===== src/hw/vdc_pkg.sv =====
// Package for the oscillator divider control block: register map, fields, resets.
// Assumes an Avalon-MM slave with 32-bit data and one register per aligned word.
`default_nettype none

package vdc_pkg;

  // ----------------------------------------------------------------
  // Register indices and bus geometry
  // ----------------------------------------------------------------
  localparam int unsigned ADDR_W         = 12;
  localparam logic [11:0] IDX_CONTROL    = 12'h120;
  localparam logic [11:0] IDX_RATIOS     = 12'h121;
  localparam logic [11:0] IDX_MASK       = 12'h122;

  // ----------------------------------------------------------------
  // Field positions
  // ----------------------------------------------------------------
  localparam int unsigned CTL_SYNC1      = 6;
  localparam int unsigned CTL_PD1        = 5;
  localparam int unsigned CTL_RST1       = 4;
  localparam int unsigned CTL_SYNC0      = 2;
  localparam int unsigned CTL_PD0        = 1;
  localparam int unsigned CTL_RST0       = 0;
  localparam int unsigned RAT1_LSB       = 4;
  localparam int unsigned RAT0_LSB       = 0;
  localparam int unsigned NUM_OUT        = 5;

  // ----------------------------------------------------------------
  // Writable bits and reset values
  // ----------------------------------------------------------------
  localparam logic [7:0]  CONTROL_WMASK  = 8'h77;
  localparam logic [7:0]  CONTROL_RESET  = 8'h20;
  localparam logic [7:0]  RATIOS_RESET   = 8'h44;
  localparam logic [7:0]  MASK_WMASK     = 8'h7F;
  localparam logic [7:0]  MASK_RESET     = 8'h00;
  localparam logic [3:0]  RATIO_MIN      = 4'h2;
  localparam logic [3:0]  RATIO_MAX      = 4'hB;

  // ----------------------------------------------------------------
  // Per-divider control bundle
  // ----------------------------------------------------------------
  typedef struct packed {
    logic       power_down;
    logic       reset;
    logic [3:0] ratio;
  } vdc_div_ctl_t;

endpackage : vdc_pkg

`default_nettype wire


===== src/hw/vdc_divider_decode.sv =====
// One oscillator divider's control decode: effective power-down, reset and ratio.
// Assumes register fields arrive straight from the register file.
`default_nettype none

module vdc_divider_decode
  import vdc_pkg::*;
(
  // Register fields
  input  wire logic       pd_bit_i,
  input  wire logic       rst_bit_i,
  input  wire logic [3:0] ratio_i,
  // Decoded control
  output vdc_div_ctl_t    ctl_o
);

  wire ratio_ok = (ratio_i >= RATIO_MIN) && (ratio_i <= RATIO_MAX);

  assign ctl_o.power_down = pd_bit_i | ~ratio_ok;
  assign ctl_o.reset      = rst_bit_i;
  assign ctl_o.ratio      = ratio_i;

endmodule : vdc_divider_decode

`default_nettype wire


===== src/hw/vdc_top.sv =====
// Oscillator divider control: two dividers, sync commands and sync masks.
// Assumes an Avalon-MM master on ref_clk_i; downstream dividers sample levels.
//
// Chosen here: the Avalon-MM interface to the registers.
`default_nettype none

module vdc_top
  import vdc_pkg::*;
(
  // Clock and reset
  input  wire logic              ref_clk_i,
  input  wire logic              nrst_i,
  // Avalon-MM slave
  input  wire logic [ADDR_W-1:0] avs_address_i,
  input  wire logic              avs_read_i,
  input  wire logic              avs_write_i,
  input  wire logic [31:0]       avs_writedata_i,
  input  wire logic [3:0]        avs_byteenable_i,
  output logic [31:0]            avs_readdata_o,
  output logic                   avs_waitrequest_o,
  // Divider controls
  output vdc_div_ctl_t           first_vco_divider_o,
  output vdc_div_ctl_t           second_vco_divider_o,
  // Downstream sync resets: [4] fixed delay feedback, [3:0] outputs three..zero
  output logic [NUM_OUT-1:0]     out_sync_reset_o
);

  // ----------------------------------------------------------------
  // Registers
  // ----------------------------------------------------------------
  logic [7:0] vco_divider_control;
  logic [7:0] vco_divider_ratios;
  logic [7:0] sync_mask_select;
  logic       ack;

  // ----------------------------------------------------------------
  // Elaboration checks
  // ----------------------------------------------------------------
  if ((NUM_OUT != 5) || (RATIO_MIN > RATIO_MAX))
  begin : g_bad_config
    $error("Sync fan-out must be five lines with an ordered ratio range");
  end

  // ----------------------------------------------------------------
  // Address decode
  // ----------------------------------------------------------------
  function automatic logic reg_hit
  (
    input logic [ADDR_W-1:0] addr,
    input logic [ADDR_W-1:0] idx
  );
    reg_hit = (addr == idx);
  endfunction : reg_hit

  // ----------------------------------------------------------------
  // Sync hold decode
  // ----------------------------------------------------------------
  // A sync line holds its destinations unless they ignore it
  function automatic logic [NUM_OUT-1:0] sync_hold
  (
    input logic               sync,
    input logic [NUM_OUT-1:0] reach,
    input logic [NUM_OUT-1:0] ignore
  );
    sync_hold = {NUM_OUT{sync}} & reach & ~ignore;
  endfunction : sync_hold

  wire req       = avs_read_i | avs_write_i;
  wire sel_ctl   = reg_hit(avs_address_i, IDX_CONTROL);
  wire sel_rat   = reg_hit(avs_address_i, IDX_RATIOS);
  wire sel_msk   = reg_hit(avs_address_i, IDX_MASK);

  // ----------------------------------------------------------------
  // Write strobes
  // ----------------------------------------------------------------
  wire wr_take   = avs_write_i & ack & avs_byteenable_i[0];
  wire wr_ctl    = wr_take & sel_ctl;
  wire wr_rat    = wr_take & sel_rat;
  wire wr_msk    = wr_take & sel_msk;
  wire rd_load   = avs_read_i & ~ack;

  wire [7:0] next_control = avs_writedata_i[7:0] & CONTROL_WMASK;
  wire [7:0] next_ratios  = avs_writedata_i[7:0];
  wire [7:0] next_mask    = avs_writedata_i[7:0] & MASK_WMASK;

  // ----------------------------------------------------------------
  // Readback
  // ----------------------------------------------------------------
  wire [7:0] rd_byte = sel_ctl ? vco_divider_control :
                       sel_rat ? vco_divider_ratios  :
                       sel_msk ? sync_mask_select    : 8'h00;
  wire [31:0] next_readdata = {24'h00_0000, rd_byte};

  // ----------------------------------------------------------------
  // Bus handshake
  // ----------------------------------------------------------------
  // One wait cycle, then the answer
  assign avs_waitrequest_o = req & ~ack;

  always_ff @(posedge ref_clk_i or negedge nrst_i)
  begin
    if (!nrst_i)
    begin
      ack <= 1'b0;
    end
    else
    begin
      ack <= req & ~ack;
    end
  end

  // ----------------------------------------------------------------
  // Control register
  // ----------------------------------------------------------------
  always_ff @(posedge ref_clk_i or negedge nrst_i)
  begin
    if (!nrst_i)
    begin
      vco_divider_control <= CONTROL_RESET;
    end
    else if (wr_ctl)
    begin
      vco_divider_control <= next_control;
    end
  end

  // ----------------------------------------------------------------
  // Ratio register
  // ----------------------------------------------------------------
  always_ff @(posedge ref_clk_i or negedge nrst_i)
  begin
    if (!nrst_i)
    begin
      vco_divider_ratios <= RATIOS_RESET;
    end
    else if (wr_rat)
    begin
      vco_divider_ratios <= next_ratios;
    end
  end

  // ----------------------------------------------------------------
  // Mask register
  // ----------------------------------------------------------------
  always_ff @(posedge ref_clk_i or negedge nrst_i)
  begin
    if (!nrst_i)
    begin
      sync_mask_select <= MASK_RESET;
    end
    else if (wr_msk)
    begin
      sync_mask_select <= next_mask;
    end
  end

  // ----------------------------------------------------------------
  // Read data register
  // ----------------------------------------------------------------
  always_ff @(posedge ref_clk_i or negedge nrst_i)
  begin
    if (!nrst_i)
    begin
      avs_readdata_o <= 32'h0000_0000;
    end
    else if (rd_load)
    begin
      avs_readdata_o <= next_readdata;
    end
  end

  // ----------------------------------------------------------------
  // Divider decode
  // ----------------------------------------------------------------
  wire       first_pd_bit   = vco_divider_control[CTL_PD0];
  wire       first_rst_bit  = vco_divider_control[CTL_RST0];
  wire [3:0] first_ratio    = vco_divider_ratios[RAT0_LSB +: 4];
  wire       second_pd_bit  = vco_divider_control[CTL_PD1];
  wire       second_rst_bit = vco_divider_control[CTL_RST1];
  wire [3:0] second_ratio   = vco_divider_ratios[RAT1_LSB +: 4];

  vdc_divider_decode u_first
  (
    .pd_bit_i  (first_pd_bit),
    .rst_bit_i (first_rst_bit),
    .ratio_i   (first_ratio),
    .ctl_o     (first_vco_divider_o)
  );

  vdc_divider_decode u_second
  (
    .pd_bit_i  (second_pd_bit),
    .rst_bit_i (second_rst_bit),
    .ratio_i   (second_ratio),
    .ctl_o     (second_vco_divider_o)
  );

  // ----------------------------------------------------------------
  // Sync distribution
  // ----------------------------------------------------------------
  wire first_divider_sync_bit  = vco_divider_control[CTL_SYNC0];
  wire second_divider_sync_bit = vco_divider_control[CTL_SYNC1];
  // Second divider reaches outputs one and two via mask bits 5 and 6
  wire [NUM_OUT-1:0] second_reach = 5'h06;
  wire [NUM_OUT-1:0] first_reach  = {NUM_OUT{1'b1}};
  wire [NUM_OUT-1:0] second_mask  = {2'b00, sync_mask_select[6:5], 1'b0};
  wire [NUM_OUT-1:0] first_mask   = sync_mask_select[4:0];
  wire [NUM_OUT-1:0] first_hold   =
    sync_hold(first_divider_sync_bit, first_reach, first_mask);
  wire [NUM_OUT-1:0] second_hold  =
    sync_hold(second_divider_sync_bit, second_reach, second_mask);

  genvar g;
  generate
    for (g = 0; g < NUM_OUT; g++)
    begin : g_sync
      assign out_sync_reset_o[g] = first_hold[g] | second_hold[g];
    end
  endgenerate

endmodule : vdc_top

`default_nettype wire


===== config.mk =====
export PLATFORM = sky130hd
export DESIGN_NAME = vdc_top
export DESIGN_NICKNAME = d
export VERILOG_FILES = /design/src/hw/vdc_pkg.sv /design/src/hw/vdc_divider_decode.sv /design/src/hw/vdc_top.sv
export SDC_FILE = /design/constraint.sdc
export NUM_CORES = 1
export LEC_CHECK = 0
export BUFFER_PORTS_ARGS = -buffer_cell sky130_fd_sc_hd__buf_4
export CAP_MARGIN = 15
export CORE_MARGIN = 4
export CORE_UTILIZATION = 45
export DETAILED_ROUTE_END_ITERATION = 10
export PLACE_DENSITY = 0.82
export SYNTH_ARGS = -nofsm -noshare
export SYNTH_HDL_FRONTEND = slang
export SYNTH_SLANG_ARGS = --single-unit

===== constraint.sdc =====
create_clock -name ref_clk_i -period 4.1 [get_ports ref_clk_i]
set_input_delay 0.82 -clock ref_clk_i [delete_from_list [all_inputs] [get_ports ref_clk_i]]
set_output_delay 0.82 -clock ref_clk_i [all_outputs]
set_load 0.005 [all_outputs]

Word level (Yosys, flattened, before mapping)
Index checks and enable logic that the tools add are counted.
Widths: inputs -> output; s select.
{"block": "op_classes", "n_lt_le_gt_ge": 4, "n_eq_ne": 3, "n_mux": 3, "bitwise": 22, "reduce_logical": 2}
{"op": "$eq 12x9->1 const B", "count": 3}
{"op": "$mux 8", "count": 2}
{"op": "$ge 4x2->1 const B", "count": 2}
{"op": "$le 4x4->1 const B", "count": 2}
{"op": "$or 1x1->1", "count": 8}
{"op": "$and 1x1->1", "count": 7}
{"op": "$mux 7", "count": 1}
{"op": "$and 3x5->5", "count": 1}
{"op": "$and 5x5->5", "count": 1}
{"op": "$not 3->5", "count": 1}
{"op": "$not 5->5", "count": 1}
{"op": "$not 1->1", "count": 3}
{"op": "$logic_and 1x1->1", "count": 2}
{"block": "word_totals", "ff_bits": 30, "inputBits": 52, "output_inout_bits": 50, "elab_cells": 39}

Longest topological paths before layout
{"block": "logic_depth", "ltp_word": 4, "depth_mapped": 5, "ltp_nobuf": 3}

Modules after synthesis
A second synthesis with hierarchy kept.
{"block": "hier_totals", "hier_cells": 156, "hier_area_um2": 1741.7}
{"mod": "vdc_top", "instances": 1, "cells_each": 142, "area_each_um2": 1641.6, "seq_area_each_um2": 754.5}
{"mod": "vdc_divider_decode", "instances": 2, "cells_each": 7, "area_each_um2": 50.0, "seq_area_each_um2": 0.0}

Worst setup path after synthesis
No wires, ideal clock.
{"block": "synth_timing", "path_kind": "input-to-reg", "startpoint": "in avs_address_i[9]", "endpoint": "reg vco_divider_control[0]", "setup_ns": 0.125, "arrival_ns": 2.445, "required_time_ns": 3.975, "path_slack_ns": 1.529, "cell_stages": 5, "path_buffers": 2, "cell_sequence": "or4b_1 > buf_2 > or4b_4 > buf_6 > mux2_4"}
{"block": "synth_via", "elab_chain_len": 2}
{"element": "start, declared", "line_no": "vdc_top.sv:14", "source": "input wire logic [ADDR_W-1:0] avs_address_i,"}
{"element": "$eq 12x9->1", "line_no": "vdc_top.sv:52", "source": "reg_hit = (addr == idx);"}
{"element": "$and 1x1->1", "line_no": "vdc_top.sv:77", "source": "wire wr_ctl = wr_take & sel_ctl;"}
{"element": "end signal, assigned", "line_no": "vdc_top.sv:123", "source": "vco_divider_control <= next_control;"}
{"element": "end, declared", "line_no": "vdc_top.sv:31", "source": "logic [7:0] vco_divider_control;"}
Every way passes these cells.
A chain may end at the register's enable or synchronous reset.

Worst setup path in the final report
{"block": "layout_timing", "startpoint": "in avs_address_i[3]", "endpoint": "reg vco_divider_ratios[7]"}
{"block": "layout_via", "elab_chain_len": 2}
{"element": "$eq 12x9->1", "line_no": "vdc_top.sv:52"}
{"element": "$and 1x1->1", "line_no": "vdc_top.sv:78", "source": "wire wr_rat = wr_take & sel_rat;"}
{"element": "end signal, assigned", "line_no": "vdc_top.sv:138", "source": "vco_divider_ratios <= next_ratios;"}
{"element": "end, declared", "line_no": "vdc_top.sv:32", "source": "logic [7:0] vco_divider_ratios;"}
Every way passes these cells.

==> flow_summary_export.csv <==
group,metric,value,unit
run_status,status,"complete, no violations",
synth,synth-seq-area-share,45.6,%
setup_path,worstPathRequired,4.26,ns
setup_path,crit_path_end_kind,"flop",
synth,synth.largest_area_cell,"dfrtp_1",
detailed_routing,antenna_left,0,
finish,nets,247,
detailed_routing,drt-wirelength-per-cell,14.8,µm
floorplan,die_x,68.6,µm
timing,fin_crit_sh,64.4,%
timing,max_freq,379,MHz
timing,rsz0062_at_grt,"false",
hold_path,hold_class,"flop to flop",
setup_path,r2r.worst_path.cells,3,
synth,syn_area,1650,µm²
setup_path,cp-start-kind,"input port",
finish,mostFrequentLayoutCell,"buf_4",
place,hpwl,2710,µm
pwr,ir_worst_vdd,0.243,mV
detailed_routing,drtIter0Drc,30,
run,cap_violations,0,
grt,grt_max_degree,31,
clock_network,clk_latency,0.28,ns
clock_network,cts_buffers,5,
grt,grt_first_pass_wirelength,5580,µm
clock_network,post-cts-setup-buffers,0,
timing,finalSetupTns,0,ns
grt,grt_usage,16.5,%
clock_network,htree_levels,2,
clock_network,clkTransAtPathRegs,0.06,ns
floorplan,dieArea,4710,µm²
floorplan,initial_core_util,48.1,%
synth,synth_top_area_share,40.8,%
clock_network,clockBufferDepth,2,
synth,synth-seq-cells,30,
synth,syn_avg_cell_area,11.2,µm²
timing,fin_crit,2.64,ns
finish,final_cell_mix,"51 x buf_4, 27 x dfrtp_1, 24 x conb_1",
grt,antenna_found_initial,0,
timing,fin_ws,1.46,ns
setup_path,critical_path_arrival,2.80,ns
finish,diodes,0,
pwr,p_per_area,290,nW/µm²
timing,slew_violations,0,
detailed_routing,wl,3590,µm
synth,syn_inst,148,
synth,ys_top_cells_by_area,"dfrtp_1 41%, buf_4 12%, mux2_2 10%",
floorplan,die-height,68.6,µm
finish,syn_to_final_growth,23.0,%
clock_network,cts_tree,"done",
timing,worstMarginPinSlew,0.827,ns
timing,setup_viol,0,
place,dpl_worst_slack,1.24,ns
detailed_routing,drc,0,
floorplan,ios,102,
hold_path,holdPathStages,1,
clock_network,cts_hold_buf,0,
clock_network,ctsRootBufferMaster,"clkbuf_8",
synth,ys_warn_count,0,
grt,overflow,0,
grt,first_global_vias,1205,
synth,post_synth_num_cell_types,30,
clock_network,cts_resized,0,
detailed_routing,vias,1198,
place,io_buffers,50,
timing,finalClockSkew,0.00678,ns
finish,drive_gt1_share,42.9,%
floorplan,core-area,3440,µm²
timing,maxSlewHeadroom,44.1,%
setup_path,crit_type,"input port to flop",
clock_network,clock-sinks,30,
floorplan,num_rows,21,
finish,fin_util,59.1,%
timing,hold_viol_final,0,
setup_path,critPathMaxFanout,8,
place,gp_congestion,0.795,
detailed_routing,vias_per_cell,4.95,
detailed_routing,firstDrtPassIters,4,
pwr,leakagePower,1.04,nW
-- worst paths after layout --
kind / from / end / slack, ns
setup reg to reg: ack$_DFF_PN0_ / vco_divider_ratios[7]$_DFFE_PN0P_ / 2.47
min in group asynchronous: nrst_i / avs_readdata_o[2]$_DFFE_PN0P_ / 0.46
setup / recovery: avs_address_i[3] / vco_divider_ratios[7]$_DFFE_PN0P_ / 1.46
max in group asynchronous: nrst_i / vco_divider_control[5]$_DFFE_PN1P_ / 3.33
hold reg to reg: ack$_DFF_PN0_ / ack$_DFF_PN0_ / 0.45
hold / removal: ack$_DFF_PN0_ / ack$_DFF_PN0_ / 0.45
-- stage by stage --
stage          cell area (µm²)  std cells  total power [W]  hold slack [ns]
6_report                  2030        242         0.000590            0.452
5_1_grt                   2030        242         0.000616            0.467
4_1_cts                   2030        242         0.000595            0.452
3_5_place_dp              1940        234         0.000352            0.443
3_3_place_gp              1940        234         0.000351            0.440
2_1_floorplan             1740        171         0.000337            0.434
-- final cells by class --
type | count | area, µm²
Fill cell | 306 | 1410
Sequential cell | 30 | 754
Multi-Input combinational cell | 104 | 737
Timing Repair Buffer | 51 | 383
Clock buffer | 7 | 86.3
Tap cell | 46 | 57.6
Inverter | 3 | 11.3
Clock inverter | 1 | 5.00
-- logic make-up after synthesis --
group	after synthesis	synth area share, %
AND/OR/NAND/NOR	38	14.5
buffers and inverters	37	15.1
flip-flops	30	45.6
AO/OA/AOI/OAI	21	8.93
multiplexers	21	15.7
other	1	0.227
-- state kept, by name (all words and copies together) (netlist names) --
signal               cells
avs_readdata_o           8
vco_divider_ratios       8
sync_mask_select         7
vco_divider_control      6
ack                      1
-- per-layer routing --
layer / GRT usage (%) / share of wire [%]
met5: 0 / 0
met4: 7.20 / 1.7
met3: 6.32 / 9.5
met2: 24.9 / 45
met1: 20.8 / 44
-- worst max-delay path: stages --
cell,delay (ns)
buf_4,0.13
nor4b_1,0.73
nand4bb_1,0.64
mux2_2,0.48
-- synth_stat cells --
library cell,number
buf_6,1
nor4bb_1,1
nand2_1,9
nor4b_2,1
o22ai_1,2
dfstp_2,3
or3_1,1
nand2b_1,5
buf_4,26
or2b_1,2
and3_1,1
buf_2,4
a21oi_1,2
a22oi_1,7
or4_1,1
or4b_1,2
nor4_1,6
o31ai_1,9
mux2_4,6
mux2_2,15
clkbuf_1,3
dfrtp_1,27
nand4bb_1,1
o21ai_0,1
nor3_1,1
or4b_4,1
conb_1,1
nor2_1,5
nor4b_1,1
inv_1,3
-- power breakdown --
part           internal [W]  switching (W)  total [W]
Combinational     0.0000215      0.0000271  0.0000486
Clock              0.000135       0.000108   0.000243
Sequential         0.000298    0.000000861   0.000299
Note: power is estimated with default switching activity, not from simulation.
